--- config.mk ---
export PLATFORM = sky130hd
export DESIGN_NAME = srs_selector
export DESIGN_NICKNAME = d
export VERILOG_FILES = /design/src/include/srs_pkg.sv /design/src/logic/srs_selector.sv
export SDC_FILE = /design/constraint.sdc
export NUM_CORES = 1
export LEC_CHECK = 0
export BUFFER_PORTS_ARGS = -buffer_cell sky130_fd_sc_hd__buf_2
export CORE_ASPECT_RATIO = 1.1
export CORE_MARGIN = 2
export CORE_UTILIZATION = 40
export CTS_CLUSTER_DIAMETER = 120
export DETAILED_ROUTE_END_ITERATION = 8
export PLACE_DENSITY = 0.66
export SYNTH_ARGS = -nofsm -noshare
export SYNTH_HDL_FRONTEND = slang
export SYNTH_SLANG_ARGS = --single-unit
--- constraint.sdc ---
create_clock -name i_core_clk -period 6.1 [get_ports i_core_clk]
set_clock_uncertainty 0.1 [all_clocks]
set_input_delay 1.22 -clock i_core_clk [delete_from_list [all_inputs] [get_ports i_core_clk]]
set_output_delay 1.22 -clock i_core_clk [all_outputs]
set_load 0.01 [all_outputs]
--- src/include/srs_pkg.sv ---
// constants, encodings and register map of the speed reference source selector
// assumes one 200 MHz control clock and a plain strobe register port
package srs_pkg;

  localparam int ADDR_W = 8;
  localparam int DATA_W = 32;

  // register byte addresses
  localparam logic [ADDR_W-1:0] OFF_MODE        = 8'h00;
  localparam logic [ADDR_W-1:0] OFF_CHOICE      = 8'h04;
  localparam logic [ADDR_W-1:0] OFF_AUTOCFG_DIS = 8'h08;
  localparam logic [ADDR_W-1:0] OFF_SCAN_PERIOD = 8'h0C;
  localparam logic [ADDR_W-1:0] OFF_PANEL_REF   = 8'h10;
  localparam logic [ADDR_W-1:0] OFF_COARSE_REF  = 8'h14;
  localparam logic [ADDR_W-1:0] OFF_FINE_REF    = 8'h18;
  localparam logic [ADDR_W-1:0] OFF_LO_DEST     = 8'h1C;
  localparam logic [ADDR_W-1:0] OFF_HI_DEST     = 8'h20;
  localparam logic [ADDR_W-1:0] OFF_STATUS      = 8'h24;
  localparam logic [ADDR_W-1:0] OFF_PRESET_BASE = 8'h40;
  localparam int                PRESET_STRIDE   = 4;
  localparam int                NUM_PRESETS     = 8;

  // reference source modes
  typedef enum logic [2:0] {
    ANALOG_PAIR_MODE        = 3'h0,
    ANALOG1_PRESET_MODE     = 3'h1,
    ANALOG2_PRESET_MODE     = 3'h2,
    STORED_VALUES_ONLY_MODE = 3'h3,
    PANEL_MODE              = 3'h4,
    FINE_REF_MODE           = 3'h5
  } srs_mode_t;
  localparam logic [2:0] MODE_MAX = 3'h5;

  // preset choice codes
  localparam logic [3:0] CHOICE_TERMINALS = 4'h0;
  localparam logic [3:0] CHOICE_FIRST     = 4'h1;
  localparam logic [3:0] CHOICE_LAST      = 4'h8;
  localparam logic [3:0] CHOICE_SCAN      = 4'h9;

  // selector terminal destinations
  typedef enum logic [2:0] {
    DEST_NONE         = 3'h0,
    DEST_LOCAL_REMOTE = 3'h1,
    DEST_PSEL_BIT0    = 3'h2,
    DEST_PSEL_BIT1    = 3'h3,
    DEST_JOG_FWD      = 3'h4
  } srs_dest_t;

  // drive sequencer state as seen at the input
  typedef enum logic [1:0] {
    DRV_RUN     = 2'h0,
    DRV_READY   = 2'h1,
    DRV_INHIBIT = 2'h2,
    DRV_TRIP    = 2'h3
  } srs_drv_t;

  // reported reference selector (analog 1/2, preset, panel, fine)
  localparam logic [2:0] SEL_ANALOG1 = 3'h1;
  localparam logic [2:0] SEL_ANALOG2 = 3'h2;
  localparam logic [2:0] SEL_PRESET  = 3'h3;
  localparam logic [2:0] SEL_PANEL   = 3'h4;
  localparam logic [2:0] SEL_FINE    = 3'h5;

  // reset values
  localparam logic [2:0] RST_MODE        = 3'h0;
  localparam logic [3:0] RST_CHOICE      = 4'h0;
  localparam logic       RST_AUTOCFG_DIS = 1'b0;

  // scan timer
  localparam int SCAN_W          = 24;
  localparam int CLK_HZ          = 200_000_000;
  localparam int SCAN_DEFAULT_MS = 10;
  localparam int SCAN_DEFAULT_CYC = SCAN_DEFAULT_MS * (CLK_HZ / 1000);

  // status register field positions
  localparam int ST_PRESET_LSB  = 0;
  localparam int ST_SEL_LSB     = 4;
  localparam int ST_APPLIED_LSB = 8;

endpackage

--- src/logic/srs_selector.sv ---
// speed reference source selector: picks the active reference, routes the two
// selector terminals, runs the preset scan timer and owns the parameter set.
// assumes inputs synchronous to i_core_clk, a one-cycle i_drive_reset pulse
// from the drive, and a master that follows the plain strobe register port.
//
// Overview of operation
// with auto-config on, terminal destinations follow the reference source mode
// auto-config disable set stops routing; software may write the destinations
// with auto-config on, a mode change reaches terminals only at drive reset
// preset choice 9 turns on the reference scan timer
// scan steps index one (the mode's analog, or preset one), then presets two to eight, and repeats
// scan dwell comes from the programmable scan period register
// jog forward taken from the high terminal only in ready, inhibit or trip
// eight stored preset values held in eight consecutive registers, one to eight
// panel mode runs the sequencer from panel keys and uses the panel reference
// panel mode ignores external sequencing bits and disables jog
// fine mode builds the reference from coarse and fine registers, terminals ignored
// preset choice two to eight selects that preset, terminals have no effect
// preset modes, choice 0: terminals form a code, 00 base, then presets 2-4
// analog pair mode, choice 0 or 1: low terminal picks analog 1 or 2; high is jog
`timescale 1ns/1ps

module srs_selector #(
  parameter int REF_W      = 16,
  parameter int FINE_W     = 8,
  parameter int SCAN_RESET = srs_pkg::SCAN_DEFAULT_CYC
) (
  // clock, reset, enable
  input  wire logic                       i_core_clk,
  input  wire logic                       i_reset_n,
  input  wire logic                       i_ce,
  // register port
  input  wire logic [srs_pkg::ADDR_W-1:0] i_addr,
  input  wire logic [srs_pkg::DATA_W-1:0] i_wdata,
  input  wire logic                       i_wr,
  input  wire logic                       i_rd,
  output logic      [srs_pkg::DATA_W-1:0] o_rdata,
  // terminals and analog inputs
  input  wire logic                       i_selector_input_lo,
  input  wire logic                       i_selector_input_hi,
  input  wire logic [REF_W-1:0]           i_analog1,
  input  wire logic [REF_W-1:0]           i_analog2,
  // panel keys and external sequencing
  input  wire logic                       i_panel_run_key,
  input  wire logic                       i_panel_stop_key,
  input  wire logic                       i_ext_run,
  input  wire logic                       i_ext_jog,
  // drive sequencer side
  input  wire logic [1:0]                 i_drive_state,
  input  wire logic                       i_drive_reset,
  output logic      [REF_W+FINE_W-1:0]    o_reference,
  output logic      [2:0]                 o_ref_selector,
  output logic      [3:0]                 o_preset_index,
  output logic                            o_run_cmd,
  output logic                            o_jog_fwd,
  output logic      [2:0]                 o_lo_dest,
  output logic      [2:0]                 o_hi_dest
);

  logic [2:0]        mode_reg;
  logic [3:0]        choice_reg;
  logic              autocfg_dis_reg;
  logic [2:0]        applied_mode_reg;
  logic [srs_pkg::SCAN_W-1:0] scan_period_reg;
  logic [srs_pkg::SCAN_W-1:0] scan_cnt_reg;
  logic [3:0]        scan_idx_reg;
  logic [REF_W-1:0]  panel_ref_reg;
  logic [REF_W-1:0]  coarse_ref_reg;
  logic [FINE_W-1:0] fine_ref_reg;
  logic [REF_W-1:0]  preset_reg [srs_pkg::NUM_PRESETS];
  logic              panel_run_reg;
  logic [2:0]        sel_next;
  logic [3:0]        idx_next;
  logic [REF_W+FINE_W-1:0] ref_next;
  logic [1:0]        code;
  logic              wr_en;
  logic              rd_en;

  assign wr_en = i_ce & i_wr;
  assign rd_en = i_ce & i_rd;

  // destination a terminal gets from a given mode under auto-config
  function automatic logic [2:0] auto_dest(input logic [2:0] mode, input logic hi);
    logic [2:0] d;
    d = srs_pkg::DEST_NONE;
    case (mode)
      srs_pkg::ANALOG_PAIR_MODE:
        d = hi ? srs_pkg::DEST_JOG_FWD : srs_pkg::DEST_LOCAL_REMOTE;
      srs_pkg::ANALOG1_PRESET_MODE,
      srs_pkg::ANALOG2_PRESET_MODE,
      srs_pkg::STORED_VALUES_ONLY_MODE:
        d = hi ? srs_pkg::DEST_PSEL_BIT1 : srs_pkg::DEST_PSEL_BIT0;
      default:
        d = srs_pkg::DEST_NONE;
    endcase
    return d;
  endfunction

  // a terminal contributes only when its destination matches
  function automatic logic term_is(input logic [2:0] dest, input logic [2:0] want,
                                   input logic level);
    return (dest == want) && level;
  endfunction

  function automatic logic [REF_W+FINE_W-1:0] widen(input logic [REF_W-1:0] v);
    return {v, {FINE_W{1'b0}}};
  endfunction

  // mode and preset choice; out-of-range writes are dropped
  always_ff @(posedge i_core_clk or negedge i_reset_n)
  begin
    if (!i_reset_n)
    begin
      mode_reg        <= srs_pkg::RST_MODE;
      choice_reg      <= srs_pkg::RST_CHOICE;
      autocfg_dis_reg <= srs_pkg::RST_AUTOCFG_DIS;
    end
    else if (wr_en)
    begin
      if (i_addr == srs_pkg::OFF_MODE && i_wdata[2:0] <= srs_pkg::MODE_MAX)
        mode_reg <= i_wdata[2:0];
      if (i_addr == srs_pkg::OFF_CHOICE && i_wdata[3:0] <= srs_pkg::CHOICE_SCAN)
        choice_reg <= i_wdata[3:0];
      if (i_addr == srs_pkg::OFF_AUTOCFG_DIS)
        autocfg_dis_reg <= i_wdata[0];
    end
  end

  // the terminal routing only picks up a new mode at a drive reset
  always_ff @(posedge i_core_clk or negedge i_reset_n)
  begin
    if (!i_reset_n)
      applied_mode_reg <= srs_pkg::RST_MODE;
    else if (i_ce && i_drive_reset)
      applied_mode_reg <= mode_reg;
  end

  // destination routing: hardware owns it unless auto-config is disabled
  always_ff @(posedge i_core_clk or negedge i_reset_n)
  begin
    if (!i_reset_n)
    begin
      o_lo_dest <= srs_pkg::DEST_LOCAL_REMOTE;
      o_hi_dest <= srs_pkg::DEST_JOG_FWD;
    end
    else if (i_ce)
    begin
      if (!autocfg_dis_reg)
      begin
        o_lo_dest <= auto_dest(applied_mode_reg, 1'b0);
        o_hi_dest <= auto_dest(applied_mode_reg, 1'b1);
      end
      else if (i_wr)
      begin
        if (i_addr == srs_pkg::OFF_LO_DEST)
          o_lo_dest <= i_wdata[2:0];
        if (i_addr == srs_pkg::OFF_HI_DEST)
          o_hi_dest <= i_wdata[2:0];
      end
    end
  end

  // reference value registers
  always_ff @(posedge i_core_clk or negedge i_reset_n)
  begin
    if (!i_reset_n)
    begin
      scan_period_reg <= srs_pkg::SCAN_W'(SCAN_RESET);
      panel_ref_reg   <= '0;
      coarse_ref_reg  <= '0;
      fine_ref_reg    <= '0;
    end
    else if (wr_en)
    begin
      if (i_addr == srs_pkg::OFF_SCAN_PERIOD)
        scan_period_reg <= i_wdata[srs_pkg::SCAN_W-1:0];
      if (i_addr == srs_pkg::OFF_PANEL_REF)
        panel_ref_reg <= i_wdata[REF_W-1:0];
      if (i_addr == srs_pkg::OFF_COARSE_REF)
        coarse_ref_reg <= i_wdata[REF_W-1:0];
      if (i_addr == srs_pkg::OFF_FINE_REF)
        fine_ref_reg <= i_wdata[FINE_W-1:0];
    end
  end

  // eight stored presets at consecutive word addresses
  for (genvar g = 0; g < srs_pkg::NUM_PRESETS; g++)
  begin : g_preset
    localparam logic [srs_pkg::ADDR_W-1:0] PRESET_ADDR =
      srs_pkg::ADDR_W'(srs_pkg::OFF_PRESET_BASE + g * srs_pkg::PRESET_STRIDE);
    always_ff @(posedge i_core_clk or negedge i_reset_n)
    begin
      if (!i_reset_n)
        preset_reg[g] <= '0;
      else if (wr_en && i_addr == PRESET_ADDR)
        preset_reg[g] <= i_wdata[REF_W-1:0];
    end
  end

  // scan timer: index 1 is the analog (or first preset), then 2..8
  always_ff @(posedge i_core_clk or negedge i_reset_n)
  begin
    if (!i_reset_n)
    begin
      scan_cnt_reg <= '0;
      scan_idx_reg <= srs_pkg::CHOICE_FIRST;
    end
    else if (i_ce)
    begin
      if (choice_reg != srs_pkg::CHOICE_SCAN)
      begin
        scan_cnt_reg <= '0;
        scan_idx_reg <= srs_pkg::CHOICE_FIRST;
      end
      else if (scan_cnt_reg + 1'b1 >= scan_period_reg)
      begin
        scan_cnt_reg <= '0;
        if (scan_idx_reg == srs_pkg::CHOICE_LAST)
          scan_idx_reg <= srs_pkg::CHOICE_FIRST;
        else
          scan_idx_reg <= scan_idx_reg + 1'b1;
      end
      else
        scan_cnt_reg <= scan_cnt_reg + 1'b1;
    end
  end

  // source selection
  always_comb
  begin
    code = {term_is(o_hi_dest, srs_pkg::DEST_PSEL_BIT1, i_selector_input_hi),
            term_is(o_lo_dest, srs_pkg::DEST_PSEL_BIT0, i_selector_input_lo)};
    if (choice_reg == srs_pkg::CHOICE_SCAN)
      idx_next = scan_idx_reg;
    else if (choice_reg >= srs_pkg::CHOICE_FIRST + 1'b1)
      idx_next = choice_reg;
    else if (choice_reg == srs_pkg::CHOICE_TERMINALS && mode_reg != srs_pkg::ANALOG_PAIR_MODE)
      idx_next = srs_pkg::CHOICE_FIRST + {2'b00, code};
    else
      idx_next = srs_pkg::CHOICE_FIRST;
    case (mode_reg)
      srs_pkg::ANALOG_PAIR_MODE:
        sel_next = term_is(o_lo_dest, srs_pkg::DEST_LOCAL_REMOTE, i_selector_input_lo)
                   ? srs_pkg::SEL_ANALOG2 : srs_pkg::SEL_ANALOG1;
      srs_pkg::ANALOG1_PRESET_MODE:     sel_next = srs_pkg::SEL_ANALOG1;
      srs_pkg::ANALOG2_PRESET_MODE:     sel_next = srs_pkg::SEL_ANALOG2;
      srs_pkg::STORED_VALUES_ONLY_MODE: sel_next = srs_pkg::SEL_PRESET;
      srs_pkg::PANEL_MODE:              sel_next = srs_pkg::SEL_PANEL;
      default:                          sel_next = srs_pkg::SEL_FINE;
    endcase
    case (sel_next)
      srs_pkg::SEL_PANEL:
        ref_next = widen(panel_ref_reg);
      srs_pkg::SEL_FINE:
        ref_next = {coarse_ref_reg, fine_ref_reg};
      default:
        if (idx_next != srs_pkg::CHOICE_FIRST || sel_next == srs_pkg::SEL_PRESET)
          ref_next = widen(preset_reg[idx_next[2:0] - 3'h1]);
        else if (sel_next == srs_pkg::SEL_ANALOG2)
          ref_next = widen(i_analog2);
        else
          ref_next = widen(i_analog1);
    endcase
    if (sel_next == srs_pkg::SEL_PANEL || sel_next == srs_pkg::SEL_FINE)
      idx_next = '0;
  end

  always_ff @(posedge i_core_clk or negedge i_reset_n)
  begin
    if (!i_reset_n)
    begin
      o_reference    <= '0;
      o_ref_selector <= srs_pkg::SEL_ANALOG1;
      o_preset_index <= srs_pkg::CHOICE_FIRST;
    end
    else if (i_ce)
    begin
      o_reference    <= ref_next;
      o_ref_selector <= sel_next;
      o_preset_index <= idx_next;
    end
  end

  // run and jog: panel keys take over in panel mode, stop key wins
  always_ff @(posedge i_core_clk or negedge i_reset_n)
  begin
    if (!i_reset_n)
      panel_run_reg <= 1'b0;
    else if (i_ce)
    begin
      if (i_panel_stop_key)
        panel_run_reg <= 1'b0;
      else if (i_panel_run_key && mode_reg == srs_pkg::PANEL_MODE)
        panel_run_reg <= 1'b1;
    end
  end

  always_ff @(posedge i_core_clk or negedge i_reset_n)
  begin
    if (!i_reset_n)
    begin
      o_run_cmd <= 1'b0;
      o_jog_fwd <= 1'b0;
    end
    else if (i_ce)
    begin
      if (mode_reg == srs_pkg::PANEL_MODE)
      begin
        o_run_cmd <= panel_run_reg;
        o_jog_fwd <= 1'b0;
      end
      else
      begin
        o_run_cmd <= i_ext_run;
        // jog from the high terminal is honoured only while the output is off
        o_jog_fwd <= (i_drive_state != srs_pkg::DRV_RUN) &&
                     (i_ext_jog ||
                      term_is(o_hi_dest, srs_pkg::DEST_JOG_FWD, i_selector_input_hi));
      end
    end
  end

  // read data one cycle after the read strobe; unmapped reads give zero
  always_ff @(posedge i_core_clk or negedge i_reset_n)
  begin
    if (!i_reset_n)
      o_rdata <= '0;
    else if (i_ce)
    begin
      o_rdata <= '0;
      if (rd_en)
      begin
        if (i_addr == srs_pkg::OFF_MODE)
          o_rdata <= srs_pkg::DATA_W'(mode_reg);
        else if (i_addr == srs_pkg::OFF_CHOICE)
          o_rdata <= srs_pkg::DATA_W'(choice_reg);
        else if (i_addr == srs_pkg::OFF_AUTOCFG_DIS)
          o_rdata <= srs_pkg::DATA_W'(autocfg_dis_reg);
        else if (i_addr == srs_pkg::OFF_SCAN_PERIOD)
          o_rdata <= srs_pkg::DATA_W'(scan_period_reg);
        else if (i_addr == srs_pkg::OFF_PANEL_REF)
          o_rdata <= srs_pkg::DATA_W'(panel_ref_reg);
        else if (i_addr == srs_pkg::OFF_COARSE_REF)
          o_rdata <= srs_pkg::DATA_W'(coarse_ref_reg);
        else if (i_addr == srs_pkg::OFF_FINE_REF)
          o_rdata <= srs_pkg::DATA_W'(fine_ref_reg);
        else if (i_addr == srs_pkg::OFF_LO_DEST)
          o_rdata <= srs_pkg::DATA_W'(o_lo_dest);
        else if (i_addr == srs_pkg::OFF_HI_DEST)
          o_rdata <= srs_pkg::DATA_W'(o_hi_dest);
        else if (i_addr == srs_pkg::OFF_STATUS)
        begin
          o_rdata[srs_pkg::ST_PRESET_LSB +: 4]  <= o_preset_index;
          o_rdata[srs_pkg::ST_SEL_LSB +: 3]     <= o_ref_selector;
          o_rdata[srs_pkg::ST_APPLIED_LSB +: 3] <= applied_mode_reg;
        end
        else
        begin
          for (int k = 0; k < srs_pkg::NUM_PRESETS; k++)
            if (i_addr == srs_pkg::ADDR_W'(srs_pkg::OFF_PRESET_BASE +
                                           k * srs_pkg::PRESET_STRIDE))
              o_rdata <= srs_pkg::DATA_W'(preset_reg[k]);
        end
      end
    end
  end

endmodule

==> results.cfg <==
[grt]
grt_pass1_vias = 12895
overflow = 0
antenna_found_initial = 2
grt_pass1_wl_um = 78500
grt_max_degree = 131
grt.total_usage_pct = 24.2

[logic_synthesis]
synth_flop_cell = dfrtp_1
postSynth.asyncResetShare_pct = 100
syn-mean-instance-area_um2 = 11.2
synth_edf_count = 0
yosysSeqAreaShare_pct = 45.7
synth_fa_ha_area_share_pct = 2.32
yosys.area_share.simple_pct = 9.87
synth_xor_area_share_pct = 1.19
synthCells = 1442
synth_warnings = 0
syn_area_mm2 = 0.0162
ys_ff_latch = 295
ys_types = 87
synth_top_family_by_area = multiplexers
yosys-mux-area-fraction_pct = 20.3
synth-compound-area-share_pct = 15.8

[clock_network]
ctsResizeCount = 0
post_cts.repair.setup_buffers = 0
cts_root_buffer = clkbuf_16
clock_latency_ns = 0.59
path_clk_slew_ns = 0.06
hold_buffers = 0
htree_levels = 1
cts.sinks = 295
cts_buffers = 30
cts_buffer_depth = 3
cts_tree = built

[route]
drc = 0
post_drt_wl_per_cell_um = 24.5
first_pass_iters = 5
viasPerCell = 6.13
drtIter0Drc = 1151
wirelength_um = 50700
ant_nets = 0
vias = 12676

[sta]
slew_headroom_pct = 19.6
max_freq_mhz = 231
period_needed_ns = 4.33
finalSetupViolations = 0
fin_crit_sh_pct = 71.0
tightest_slew_ns = 1.21
hold_ws_ns = 0.381
rsz0062_at_grt = false
finalSetupTns_ns = 0
hold_violations = 0
final_max_slew_viol_count = 0

[status]
status = complete, no violations

[die]
die_x_um = 196
fp.coreArea_mm2 = 0.0401
rows = 77
die-area_mm2 = 0.0421
pin_count = 157
initial_core_util_pct = 40.3
die_h_um = 215

[setup_path]
critPathRequiredTime_ns = 6.46
cp-startpoint = i_selector_input_lo
crit_arrival_ns = 4.69
start_kind = input port
crit_type = input port to flop
reg2reg_from = o_lo_dest[1]$_DFFE_PN0P_
endpoint_kind = flop
cp_max_fo = 15

[min_path]
min_path_type = flop to flop
min_from = o_jog_fwd$_DFFE_PN0P_

[pwr]
p_per_area_mw_per_mm2 = 276
finalPower_mw = 5.03
irDropWorstVdd_mv = 0.196
p_leak_nw = 8.38

[final_layout]
finalNetCount = 1646
area_growth_pct = 12.9
largest_reg_flops = 128
drive_above_1_share_pct = 32.9

[placed_design]
finalWeightedCongestion = 0.918
portBuffers = 140
hpwl_um = 35000

[flow_run]
maxCapViolations = 0
## area by class of cell
| class | count | area, µm² |
|---|---|---|
| fill | 3687 | 21800 |
| multi-input combinational | 986 | 8070 |
| sequential | 295 | 7400 |
| timing repair buffer | 164 | 903 |
| clock buffer | 39 | 876 |
| tap | 513 | 642 |
| inverter | 53 | 199 |
| clock inverter | 15 | 159 |
| antenna | 2 | 5.00 |
## Yosys cell counts (15+ instances only)
| library cell | instances | share of area, % |
|---|---|---|
| dfrtp_1 | 283 | 44 |
| mux4_2 | 40 | 5.6 |
| o21ai_0 | 47 | 1.5 |
| nor3_1 | 15 | 0.46 |
| mux2_2 | 197 | 14 |
| a21oi_1 | 69 | 2.1 |
| clkbuf_1 | 55 | 1.3 |
| buf_2 | 31 | 0.96 |
| nand2_1 | 110 | 2.6 |
| a221oi_1 | 37 | 2.0 |
| a22o_1 | 21 | 1.1 |
| nor2_1 | 76 | 1.8 |
| buf_4 | 17 | 0.79 |
| o221ai_1 | 20 | 1.1 |
| o22ai_1 | 16 | 0.62 |
| ha_1 | 30 | 2.3 |
| o2bb2ai_1 | 20 | 1.1 |
| nand3_1 | 28 | 0.87 |
| inv_1 | 52 | 1.2 |
| a31oi_1 | 22 | 0.85 |
## cell families (layout without fill, tap and decap cells)
family                     count (synthesis)  count (layout)
xor gates and xnor gates                  22              22
and+or+nand+nor                          316             316
muxes                                    252             252
buffers and inverters                    168             271
other                                      1              10
AOI/OAI and AO/OA                        358             358
DFF                                      295             295
adders and majority gates                 30              30
## routing by layer
metal / global-route usage (%) / vias up / part of all wire (%)
li1: - / 5571 / -
met1: 31.7 / 6364 / 40
met2: 39.0 / 610 / 47
met3: 3.42 / 131 / 7.4
met4: 13.2 / 0 / 5.8
met5: 0 / - / 0
## placed cells by master (no fill, tap or decap), types with 8 or more instances in the layout
master,n
a211oi_1,10
a21o_1,10
a21oi_1,69
a221oi_1,37
a22o_1,21
a22oi_1,13
a31oi_1,22
and3_1,9
buf_2,139
buf_4,23
clkbuf_16,31
clkinv_2,9
conb_1,8
dfrtp_1,283
dfstp_2,12
ha_1,29
inv_1,52
mux2_2,197
mux2i_1,10
mux4_2,40
nand2_1,110
nand2b_1,8
nand3_1,28
nor2_1,76
nor2_2,9
nor2b_1,10
nor3_1,14
o211ai_1,11
o21ai_0,47
o21ai_1,13
o221ai_1,20
o22ai_1,16
o2bb2ai_1,20
xnor2_1,13
xor2_1,9
## power by group
part	total [mW]	switching (mW)	internal, mW
registers	2.17	0.108	2.06
logic	0.912	0.562	0.350
clock network	1.95	0.815	1.13
## critical path, stage by stage
cell and delay, ns:
buf_2 0.09, nor4b_1 0.42, ha_1 0.32, a221oi_1 0.63
ha_2 0.64, buf_4 0.33, mux4_2 0.53, o221ai_1 0.36
a21oi_1 0.12
## final timing paths
check	end	slack, ns	cells after the start
hold / removal	o_jog_fwd$_DFFE_PN0P_	0.38	2
min in group asynchronous	preset_reg[33]$_DFFE_PN0P_	0.67	1
setup / recovery	o_reference[15]$_DFFE_PN0P_	1.77	9
max in group asynchronous	coarse_ref_reg[3]$_DFFE_PN0P_	3.97	2
setup reg to reg	o_reference[15]$_DFFE_PN0P_	1.98	9
hold reg to reg	o_jog_fwd$_DFFE_PN0P_	0.38	2
## metrics by stage
stage          area, µm²  utilization, %  setup slack [ns]  std cells
2_1_floorplan      16200               -              2.05       1449
3_3_place_gp       17200            42.9              1.25       2011
3_5_place_dp       17200            42.9              1.22       2011
4_1_cts            18200            45.5              1.81       2065
5_1_grt            18300            45.5              1.41       2067
6_report           18300            45.5              1.77       2067
Note: power is estimated with default switching activity, not from simulation.
